`src/common/api_frame_pkg.sv`:
```
package api_frame_pkg;
   // ==========================================
   // framing bytes
   localparam logic [7:0] START_DELIM = 8'h7E;
   localparam logic [7:0] ESC_BYTE = 8'h7D;
   localparam logic [7:0] ESC_XOR = 8'h20;
   localparam logic [7:0] XON_BYTE = 8'h11;
   localparam logic [7:0] XOFF_BYTE = 8'h13;
   localparam logic [7:0] SUM_GOOD = 8'hFF;
   localparam logic [7:0] LEN_HI_BYTE = 8'h00;
   localparam logic [1:0] MODE_ESCAPED = 2'h2;
   // ==========================================
   // frame types
   localparam logic [7:0] T_LOCAL_CMD = 8'h08;
   localparam logic [7:0] T_QUEUE_CMD = 8'h09;
   localparam logic [7:0] T_TX_REQ = 8'h10;
   localparam logic [7:0] T_TX_EXPL = 8'h11;
   localparam logic [7:0] T_REMOTE_CMD = 8'h17;
   localparam logic [7:0] T_LOCAL_RSP = 8'h88;
   localparam logic [7:0] T_TX_STATUS = 8'h8B;
   localparam logic [7:0] T_RX_PLAIN = 8'h90;
   localparam logic [7:0] T_RX_EXPL = 8'h91;
   localparam logic [7:0] T_REMOTE_RSP = 8'h97;
   // ==========================================
   // body offsets and sizes
   localparam logic [15:0] OFS_TYPE = 16'h0000;
   localparam logic [15:0] OFS_ID = 16'h0001;
   localparam logic [15:0] OFS_CMD0 = 16'h0002;
   localparam logic [15:0] OFS_CMD1 = 16'h0003;
   localparam logic [15:0] CMD_HDR_LEN = 16'h0004;
   localparam logic [15:0] TX_HDR_LEN = 16'h0002;
   localparam logic [3:0] HDR_POS = 4'h3;
   localparam int BODY_MAX = 9;
   localparam int NUM_PARAMS = 8;
   localparam logic [3:0] LEN_CMD_RSP = 4'h5;
   localparam logic [3:0] LEN_QUERY_RSP = 4'h9;
   localparam logic [3:0] LEN_STATUS_RSP = 4'h3;
   localparam logic [3:0] LEN_RX_PLAIN = 4'h2;
   localparam logic [3:0] LEN_RX_EXPL = 4'h3;
   // ==========================================
   // status values and codes
   localparam logic [7:0] ST_OK = 8'h00;
   localparam logic [7:0] ST_REMOTE_NO_ACK = 8'h04;
   localparam logic [7:0] RX_EXPL_ENDPOINT = 8'hE8;
   localparam logic [15:0] APPLY_CODE = 16'h4143;
   localparam logic [7:0] ID_NONE = 8'h00;

   function automatic logic needs_esc(input logic [7:0] b);
      return (b == START_DELIM) || (b == ESC_BYTE) || (b == XON_BYTE) || (b == XOFF_BYTE);
   endfunction

   function automatic logic [2:0] param_index(input logic [7:0] c1);
      return c1[2:0];
   endfunction
endpackage

```
`src/common/api_link_if.sv`:
```
`timescale 1ns/10ps
interface api_link_if (
   input wire logic clk
);
   logic [7:0] h2d_data;
   logic h2d_valid;
   logic h2d_ready;
   logic [7:0] d2h_data;
   logic d2h_valid;
   logic d2h_ready;

   modport device_end (
      input clk, h2d_data, h2d_valid, d2h_ready,
      output h2d_ready, d2h_data, d2h_valid
   );
   modport host_end (
      input clk, h2d_ready, d2h_data, d2h_valid,
      output h2d_data, h2d_valid, d2h_ready
   );
endinterface

```
`src/design/api_frame_device.sv`:
```
`timescale 1ns/10ps
module api_frame_device (
   // clock and reset
   input wire logic clk,
   input wire logic reset,
   // link
   api_link_if.device_end link,
   // configuration
   input wire logic [1:0] api_framing_select,
   input wire logic rx_explicit,
   input wire logic [7:0] delivery_cause,
   // radio receive data
   input wire logic rf_valid,
   input wire logic [7:0] rf_byte,
   output logic rf_ack,
   // parameter update
   output logic param_wr,
   output logic [15:0] param_code,
   output logic [31:0] param_value
);
   import api_frame_pkg::*;

   typedef enum logic [2:0] {
      S_IDLE = 3'b000,
      S_LEN_HI = 3'b001,
      S_LEN_LO = 3'b010,
      S_BODY = 3'b011,
      S_SUM = 3'b100,
      S_EXEC = 3'b101,
      S_SEND = 3'b110
   } state_t;

   state_t state_q;
   logic h2d_ready_q, esc_rx_q, esc_tx_q, d2h_valid_q;
   logic [7:0] d2h_data_q;
   logic [15:0] len_q, cnt_q;
   logic [7:0] sum_q, type_q, id_q, cmd0_q, cmd1_q, tx_sum_q;
   logic [31:0] par_q;
   logic [31:0] store_q [NUM_PARAMS];
   logic [31:0] pend_q [NUM_PARAMS];
   logic [NUM_PARAMS-1:0] pend_v_q;
   logic [7:0] rsp_q [BODY_MAX];
   logic [3:0] rsp_len_q, tx_pos_q;

   // ==========================================
   // receive decode
   wire esc_mode = (api_framing_select == MODE_ESCAPED);
   wire rx_take = link.h2d_valid & h2d_ready_q;
   wire esc_prefix = esc_mode & ~esc_rx_q & (link.h2d_data == ESC_BYTE);
   wire [7:0] rx_byte = esc_rx_q ? (link.h2d_data ^ ESC_XOR) : link.h2d_data;
   wire is_start = rx_take & ~esc_rx_q & (link.h2d_data == START_DELIM)
                   & (esc_mode | (state_q == S_IDLE));
   wire byte_v = rx_take & ~esc_prefix & ~is_start;
   wire [7:0] sum_next = sum_q + rx_byte;

   // ==========================================
   // request decode
   wire is_local = (type_q == T_LOCAL_CMD) | (type_q == T_QUEUE_CMD);
   wire is_tx = (type_q == T_TX_REQ) | (type_q == T_TX_EXPL);
   wire is_query = (len_q == CMD_HDR_LEN);
   wire [2:0] pidx = param_index(cmd1_q);
   wire is_apply = ({cmd0_q, cmd1_q} == APPLY_CODE);
   wire apply_all = (type_q == T_LOCAL_CMD) | is_apply;
   wire [31:0] qval = store_q[pidx];

   // ==========================================
   // transmit byte select
   wire [3:0] body_end = HDR_POS + rsp_len_q;
   wire [3:0] body_idx = tx_pos_q - HDR_POS;
   wire tx_load = ~d2h_valid_q | link.d2h_ready;
   wire tx_done = (tx_pos_q > body_end);
   wire in_body = (tx_pos_q >= HDR_POS) & (tx_pos_q < body_end);
   wire [7:0] tx_raw = (tx_pos_q == 4'h0) ? START_DELIM :
                       (tx_pos_q == 4'h1) ? LEN_HI_BYTE :
                       (tx_pos_q == 4'h2) ? {4'h0, rsp_len_q} :
                       in_body ? rsp_q[body_idx] : (SUM_GOOD - tx_sum_q);
   wire tx_esc = esc_mode & (tx_pos_q != 4'h0) & needs_esc(tx_raw);

   assign link.h2d_ready = h2d_ready_q;
   assign link.d2h_valid = d2h_valid_q;
   assign link.d2h_data = d2h_data_q;

   // ==========================================
   // frame receive
   always_ff @(posedge clk) begin
      rf_ack <= 1'b0;
      param_wr <= 1'b0;
      if (reset) begin
         state_q <= S_IDLE;
         h2d_ready_q <= 1'b1;
         esc_rx_q <= 1'b0;
         len_q <= 16'h0000;
         cnt_q <= 16'h0000;
         sum_q <= 8'h00;
         rsp_len_q <= 4'h0;
         pend_v_q <= '0;
         param_code <= 16'h0000;
         param_value <= 32'h0000_0000;
      end else begin
         if (rx_take) begin
            esc_rx_q <= esc_prefix;
         end
         if (is_start) begin
            state_q <= S_LEN_HI;
         end else begin
            case (state_q)
               S_IDLE: begin
                  if (rf_valid) begin
                     rf_ack <= 1'b1;
                     h2d_ready_q <= 1'b0;
                     state_q <= S_SEND;
                     if (rx_explicit) begin
                        rsp_q[0] <= T_RX_EXPL;
                        rsp_q[1] <= RX_EXPL_ENDPOINT;
                        rsp_q[2] <= rf_byte;
                        rsp_len_q <= LEN_RX_EXPL;
                     end else begin
                        rsp_q[0] <= T_RX_PLAIN;
                        rsp_q[1] <= rf_byte;
                        rsp_len_q <= LEN_RX_PLAIN;
                     end
                  end
               end
               S_LEN_HI: if (byte_v) begin
                  len_q[15:8] <= rx_byte;
                  state_q <= S_LEN_LO;
               end
               S_LEN_LO: if (byte_v) begin
                  len_q[7:0] <= rx_byte;
                  cnt_q <= 16'h0000;
                  sum_q <= 8'h00;
                  par_q <= '0;
                  state_q <= ({len_q[15:8], rx_byte} == 16'h0000) ? S_IDLE : S_BODY;
               end
               S_BODY: if (byte_v) begin
                  sum_q <= sum_next;
                  cnt_q <= cnt_q + 16'h0001;
                  if (cnt_q == OFS_TYPE) type_q <= rx_byte;
                  if (cnt_q == OFS_ID) id_q <= rx_byte;
                  if (cnt_q == OFS_CMD0) cmd0_q <= rx_byte;
                  if (cnt_q == OFS_CMD1) cmd1_q <= rx_byte;
                  if (cnt_q >= CMD_HDR_LEN) par_q <= {par_q[23:0], rx_byte};
                  if (cnt_q == len_q - 16'h0001) state_q <= S_SUM;
               end
               S_SUM: if (byte_v) begin
                  if (sum_next == SUM_GOOD) begin
                     state_q <= S_EXEC;
                     h2d_ready_q <= 1'b0;
                  end else begin
                     state_q <= S_IDLE;
                  end
               end
               S_EXEC: begin
                  state_q <= S_IDLE;
                  h2d_ready_q <= 1'b1;
                  rsp_q[1] <= id_q;
                  if (is_local & (len_q >= CMD_HDR_LEN)) begin
                     if (apply_all) begin
                        for (int i = 0; i < NUM_PARAMS; i++) begin
                           if (pend_v_q[i]) store_q[i] <= pend_q[i];
                        end
                        pend_v_q <= '0;
                     end
                     if (!is_query && !is_apply) begin
                        if (type_q == T_LOCAL_CMD) begin
                           store_q[pidx] <= par_q;
                           param_wr <= 1'b1;
                           param_code <= {cmd0_q, cmd1_q};
                           param_value <= par_q;
                        end else begin
                           pend_q[pidx] <= par_q;
                           pend_v_q[pidx] <= 1'b1;
                        end
                     end
                     rsp_q[0] <= T_LOCAL_RSP;
                     rsp_q[2] <= cmd0_q;
                     rsp_q[3] <= cmd1_q;
                     rsp_q[4] <= ST_OK;
                     rsp_q[5] <= qval[31:24];
                     rsp_q[6] <= qval[23:16];
                     rsp_q[7] <= qval[15:8];
                     rsp_q[8] <= qval[7:0];
                     rsp_len_q <= is_query ? LEN_QUERY_RSP : LEN_CMD_RSP;
                     if (id_q != ID_NONE) begin
                        state_q <= S_SEND;
                        h2d_ready_q <= 1'b0;
                     end
                  end else if (is_tx & (len_q >= TX_HDR_LEN)) begin
                     rsp_q[0] <= T_TX_STATUS;
                     rsp_q[2] <= delivery_cause;
                     rsp_len_q <= LEN_STATUS_RSP;
                     if (id_q != ID_NONE) begin
                        state_q <= S_SEND;
                        h2d_ready_q <= 1'b0;
                     end
                  end else if (type_q == T_REMOTE_CMD) begin
                     rsp_q[0] <= T_REMOTE_RSP;
                     rsp_q[2] <= ST_REMOTE_NO_ACK;
                     rsp_len_q <= LEN_STATUS_RSP;
                     state_q <= S_SEND;
                     h2d_ready_q <= 1'b0;
                  end
               end
               S_SEND: if (tx_load & tx_done) begin
                  state_q <= S_IDLE;
                  h2d_ready_q <= 1'b1;
               end
               default: state_q <= S_IDLE;
            endcase
         end
      end
   end

   // ==========================================
   // frame transmit
   always_ff @(posedge clk) begin
      if (reset || state_q != S_SEND) begin
         tx_pos_q <= 4'h0;
         tx_sum_q <= 8'h00;
         esc_tx_q <= 1'b0;
         if (reset || tx_load) d2h_valid_q <= 1'b0;
         if (reset) d2h_data_q <= 8'h00;
      end else if (tx_load) begin
         d2h_valid_q <= ~tx_done;
         if (!tx_done) begin
            if (tx_esc & ~esc_tx_q) begin
               d2h_data_q <= ESC_BYTE;
               esc_tx_q <= 1'b1;
            end else begin
               d2h_data_q <= esc_tx_q ? (tx_raw ^ ESC_XOR) : tx_raw;
               esc_tx_q <= 1'b0;
               tx_pos_q <= tx_pos_q + 4'h1;
               if (in_body) tx_sum_q <= tx_sum_q + tx_raw;
            end
         end
      end
   end
endmodule

```
`src/flat_wrapper.sv`:
```
// flat-port wrapper written by rule: the top's interface ports become plain ports
module api_frame_device_flat import api_frame_pkg::*;
  (clk, reset, api_framing_select, rx_explicit, delivery_cause, rf_valid, rf_byte, rf_ack, param_wr, param_code, param_value, link_h2d_data, link_h2d_valid, link_d2h_ready, link_h2d_ready, link_d2h_data, link_d2h_valid);
  api_link_if link_i (.clk(clk));
  input wire logic clk;
  input wire logic reset;
  input wire logic [1:0] api_framing_select;
  input wire logic rx_explicit;
  input wire logic [7:0] delivery_cause;
  input wire logic rf_valid;
  input wire logic [7:0] rf_byte;
  output logic rf_ack;
  output logic param_wr;
  output logic [15:0] param_code;
  output logic [31:0] param_value;
  input wire logic [$bits(link_i.h2d_data)-1:0] link_h2d_data;
  input wire logic [$bits(link_i.h2d_valid)-1:0] link_h2d_valid;
  input wire logic [$bits(link_i.d2h_ready)-1:0] link_d2h_ready;
  output wire logic [$bits(link_i.h2d_ready)-1:0] link_h2d_ready;
  output wire logic [$bits(link_i.d2h_data)-1:0] link_d2h_data;
  output wire logic [$bits(link_i.d2h_valid)-1:0] link_d2h_valid;
  assign link_i.h2d_data = link_h2d_data;
  assign link_i.h2d_valid = link_h2d_valid;
  assign link_i.d2h_ready = link_d2h_ready;
  assign link_h2d_ready = link_i.h2d_ready;
  assign link_d2h_data = link_i.d2h_data;
  assign link_d2h_valid = link_i.d2h_valid;
  api_frame_device u_core (.clk(clk), .reset(reset), .link(link_i), .api_framing_select(api_framing_select), .rx_explicit(rx_explicit), .delivery_cause(delivery_cause), .rf_valid(rf_valid), .rf_byte(rf_byte), .rf_ack(rf_ack), .param_wr(param_wr), .param_code(param_code), .param_value(param_value));
endmodule
```
`config.mk`:
```
export PLATFORM = sky130hd
export DESIGN_NAME = api_frame_device_flat
export DESIGN_NICKNAME = d
export VERILOG_FILES = /design/src/common/api_frame_pkg.sv /design/src/common/api_link_if.sv /design/src/design/api_frame_device.sv /design/src/flat_wrapper.sv
export SDC_FILE = /design/constraint.sdc
export NUM_CORES = 1
export LEC_CHECK = 0
export ABC_AREA = 1
export BUFFER_PORTS_ARGS = -buffer_cell sky130_fd_sc_hd__buf_2
export CORE_MARGIN = 2
export CORE_UTILIZATION = 55
export DETAILED_ROUTE_END_ITERATION = 8
export PLACE_DENSITY = 0.75
export SETUP_SLACK_MARGIN = 0.02
export SLEW_MARGIN = 20
export SYNTH_ARGS = -nofsm -noshare
export SYNTH_HDL_FRONTEND = slang
export SYNTH_SLANG_ARGS = --single-unit
```
`constraint.sdc`:
```
create_clock -name clk -period 3.79 [get_ports clk]
set_input_delay 0 -clock clk [delete_from_list [all_inputs] [get_ports clk]]
set_output_delay 0 -clock clk [all_outputs]
set_load 0.01 [all_outputs]
```
==> key figures <==
Setup path
  – Critical path cell sequence: nor2_1, nand2_1, nand2_1, nand4_1, inv_1, nor2_1, inv_1, nor2_4, clkinvlp_4, a21oi_1, inv_1, nor2_4, nand2_1, o21ai_0, dlygate4sd3_1
  – Reg-to-Reg End: u_core.rsp_q[2][1]
  – Slowest CP cell: dlygate4sd3_1
  – FF-to-FF Start: u_core.state_q[1]
  – R2R cell count: 15
  – Worst EP required: 4.28 ns
  – CP startpoint kind: flop
  – Crit path max-delay family: buffers and inverters
  – CP peak stage delay: 0.60 ns
  – CP Class: flop to flop
  – Crit end category: flop
  – Bufs and invs on worst path: 5
  – Reg2Reg Setup Slack: 0.26 ns
  – Crit path max fanout: 10
  – WP data arrival: 4.01 ns

Detailed routing
  – DR iter-0 viols: 2,915
  – DRT Pass-1 Iters: 7
  – Total Routed Length: 87,530 um
  – Total number of vias: 23,517
  – Via density: 5.887
  – Routed length per instance: 21.91 um
  – Antenna viol nets, final: 0
  – Residual DRC: 0

Logic synthesis
  – Top cells by area, synth: edfxtp_1 (59%), dfxtp_1 (7.7%), nand2_1 (6.1%), o21ai_0 (4.8%), nor2_1 (4.5%)
  – Cell variety after synth: 43
  – Number of synthesized flops with an enable pin: 644
  – Syn Nets: 3,082
  – Synth Warn #: 0
  – Share of the synthesized area in the top cell type: 59.26%
  – Post-Syn Instances: 3,019
  – Post-synth top area cell: edfxtp_1
  – Mapped Area: 32,630 um2
  – Seq/Total Area, Yosys: 66.93%
  – Seq cells post-synth: 769
  – Mapped Avg Cell Area: 10.81 um2
  – Synth Flop Type: edfxtp_1
  – Asr flop ratio synth: 0%

Floorplanning
  – # rows: 89
  – Die ar.: 61,300 um2
  – Die height: 247.6 um
  – Number of top-level pins: 92
  – Area of the core: 58,800 um2
  – Starting Density: 55.50%
  – Die X: 247.6 um

Global route
  – Vias in the first global route: 22,615
  – Congestion Overflow GR: 0
  – Grt met3 use: 4.898%
  – Met1 GRT Util: 37.92%
  – Initial antenna violation count: 0
  – Largest net degree at the start of global routing: 89
  – Met2 Usage GRT: 47.19%
  – GRT busiest layer: met2
  – GRT Total Usage: 28.63%
  – First-pass GRT wire length: 131,300 um

Layout
  – Area growth from synthesis to layout: 13.28%
  – Fin util: 62.87%
  – Proportion of layout cells with a drive suffix above 1: 10.96%
  – # diodes: 0
  – Fin cells: 3,995
  – Final Cell Area: 36,970 um2
  – Final #Nets: 3,220

Clock network
  – Clk slew on worst S/H paths: 0.06 ns
  – Root buf cell: clkbuf_16
  – Clk sinks: 769
  – CTS tree: built
  – CTS max path bufs: 3
  – Htree depth: 3
  – TritonCTS Buffers: 78
  – Clock Latency Late Sink: 0.62 ns

Min path
  – Hold Path Stages: 6
  – HP Class: input port to flop
  – Hold endpoint: u_core.state_q[0]
  – HP Start: link_h2d_valid

Pwr
  – Worst vdd rail ir drop: 0.3337 mV
  – Pwr/cell area: 498.8 nW/um2
  – Switch share: 23.42%
  – Gate power share: 7.7%
  – Sequential Power Share: 50.8%
  – Clock power share: 41.5%
  – Internal: 0.01412 W
  – Leakage: 13.96 nW
  – Switching power: 0.004319 W

Timing
  – Slew at the pin with the worst max-slew slack: 1.049 ns
  – Clk_skew: 0.02241 ns
  – Tmin final: 3.526 ns
  – RSZ-0062 raised after global routing: no
  – Worst slew margin: 29.36%
  – Setup tns final: 0 ns
  – Fmax: 283.6 MHz
  – Final Hold Vio Count: 0
  – Final setup fails: 0
  – Max Slew Vio Count: 0
  – Fin crit share: 93.03%
  – Worst setup margin: 0.2641 ns

Placement
  – DP Wirelength: 51,220 um
  – Place WS: 0.1405 ns
  – GPL Wtd Cong: 0.9218
  – Placed Area: 33,910 um2
  – # port buffers: 91
  – Placed Instances: 3,800

Outcome
  – Status: finished, final reports clean

Flow run
  – MaxCap Viol Count: 0
-- worst reg2reg max path: cells and delay by family, from the launching register on --
kind / cells / cell delay [ns]
buffers and inverters: 5 / 1.34
and+or+nand+nor: 8 / 1.15
DFF: 1 / 0.45
AOI/OAI and AO/OA: 2 / 0.44
-- power groups by stage --
stage	registers [W]	logic [W]	clock network, W
after floorplan	0.00951	0.000949	0
after global placement	0.00953	0.00131	0
after detailed placement	0.00954	0.00134	0
after CTS	0.00936	0.00140	0.00771
after global routing	0.00938	0.00159	0.00805
final	0.00937	0.00142	0.00765
-- sequential cells by signal (all words and copies together), names as in the netlist, 16 cells and up, named ones only --
name / flops
u_core.pend_q: 256
u_core.param_value: 32
u_core.store_q: 256
u_core.par_q: 32
u_core.rsp_q: 61
u_core.param_code: 16
u_core.cnt_q: 16
u_core.len_q: 16
-- Yosys cell counts, types with 9 or more instances --
cell type	instances
nor3_1	35
nand3_1	77
a31oi_1	35
dfxtp_1	125
ha_1	29
nand2_2	9
nor2_1	389
xnor2_1	9
nand4_1	25
buf_6	48
edfxtp_1	644
buf_2	11
o22ai_1	36
xor2_1	33
o21ai_0	313
clkbuf_1	78
nand2_1	533
o21ai_1	165
inv_1	206
o21ai_2	21
a21oi_1	136
-- layout make-up --
class,count,area [um2]
flip-flops and latches,769,21850
fillers,4487,21830
multi-input cells,1887,9170
clock buffers,94,2085
repair buffers,204,1614
well taps,773,967.2
inverters,217,820.8
clock inverters,51,464.2
-- cells in the final DEF, fill, tap and decap left out, types with 9 or more instances in the layout --
master         netlist  layout
clkinv_2             0      24
nor3_1              35      33
nand4_1             25      25
o21ai_1            165     166
nand3_1             77      76
edfxtp_1           644     644
clkbuf_1            78      11
o21ai_2             21      21
a31oi_1             35      35
dlygate4sd3_1        0      49
nand2_2              9      15
nor2_1             389     380
dfxtp_1            125     123
clkinv_1             5      13
nand2_1            533     527
xnor2_1              9       9
buf_12               0      15
nor2_4               4      13
xor2_1              33      33
buf_4                1      49
o21ai_0            313     312
ha_1                29      28
a21oi_1            136     135
clkbuf_16            0      80
buf_2               11      91
inv_1              206     204
o22ai_1             36      36
-- cells by family after synthesis --
family | count (synthesis) | synth area share, %
and+or+nand+nor | 1091 | 13.61
DFF | 769 | 66.93
AOI/OAI and AO/OA | 723 | 11.77
buffers and inverters | 363 | 5.333
xor gates and xnor gates | 42 | 1.127
adders and majority gates | 31 | 1.235
-- worst max-delay path by stage --
| stage | startpoint | to | slack [ns] | depth (start not counted) |
|---|---|---|---|---|
| global route | u_core.rsp_len_q[2] | u_core.tx_sum_q[6] | 0.03 | 19 |
| CTS | u_core.rsp_len_q[0] | u_core.tx_sum_q[6] | 0.12 | 22 |
| finish | u_core.state_q[1] | u_core.rsp_q[2][1] | 0.26 | 15 |
| detailed placement | u_core.rsp_len_q[0] | u_core.tx_sum_q[6] | 0.14 | 22 |
| floorplan | u_core.tx_pos_q[0] | u_core.tx_sum_q[6] | 0.17 | 23 |
| global placement | u_core.rsp_len_q[0] | u_core.tx_sum_q[6] | 0.17 | 22 |
-- per-layer routing --
| layer | share of wire [%] | up-vias |
|---|---|---|
| li1 | - | 10803 |
| met1 | 38 | 11168 |
| met2 | 48 | 1314 |
| met3 | 10 | 232 |
| met4 | 3.8 | 0 |
| met5 | 0 | - |
-- stage by stage --
step | power [W] | hold slack [ns]
CTS | 0.01847 | 0.09032
detailed placement | 0.01088 | 0.3034
global route | 0.01902 | 0.1359
finish | 0.01844 | 0.1147
global placement | 0.01084 | 0.3066
floorplan | 0.01046 | 0.09887
-- timing repair --
item                       in CTS  in global routing
hold endpoints to repair       99                  0
setup endpoints to repair       0                 11
hold buffers                   49                  0
gates resized for setup         0                  5
buffers inserted                0                  1
Note: power is estimated with default switching activity, not from simulation.
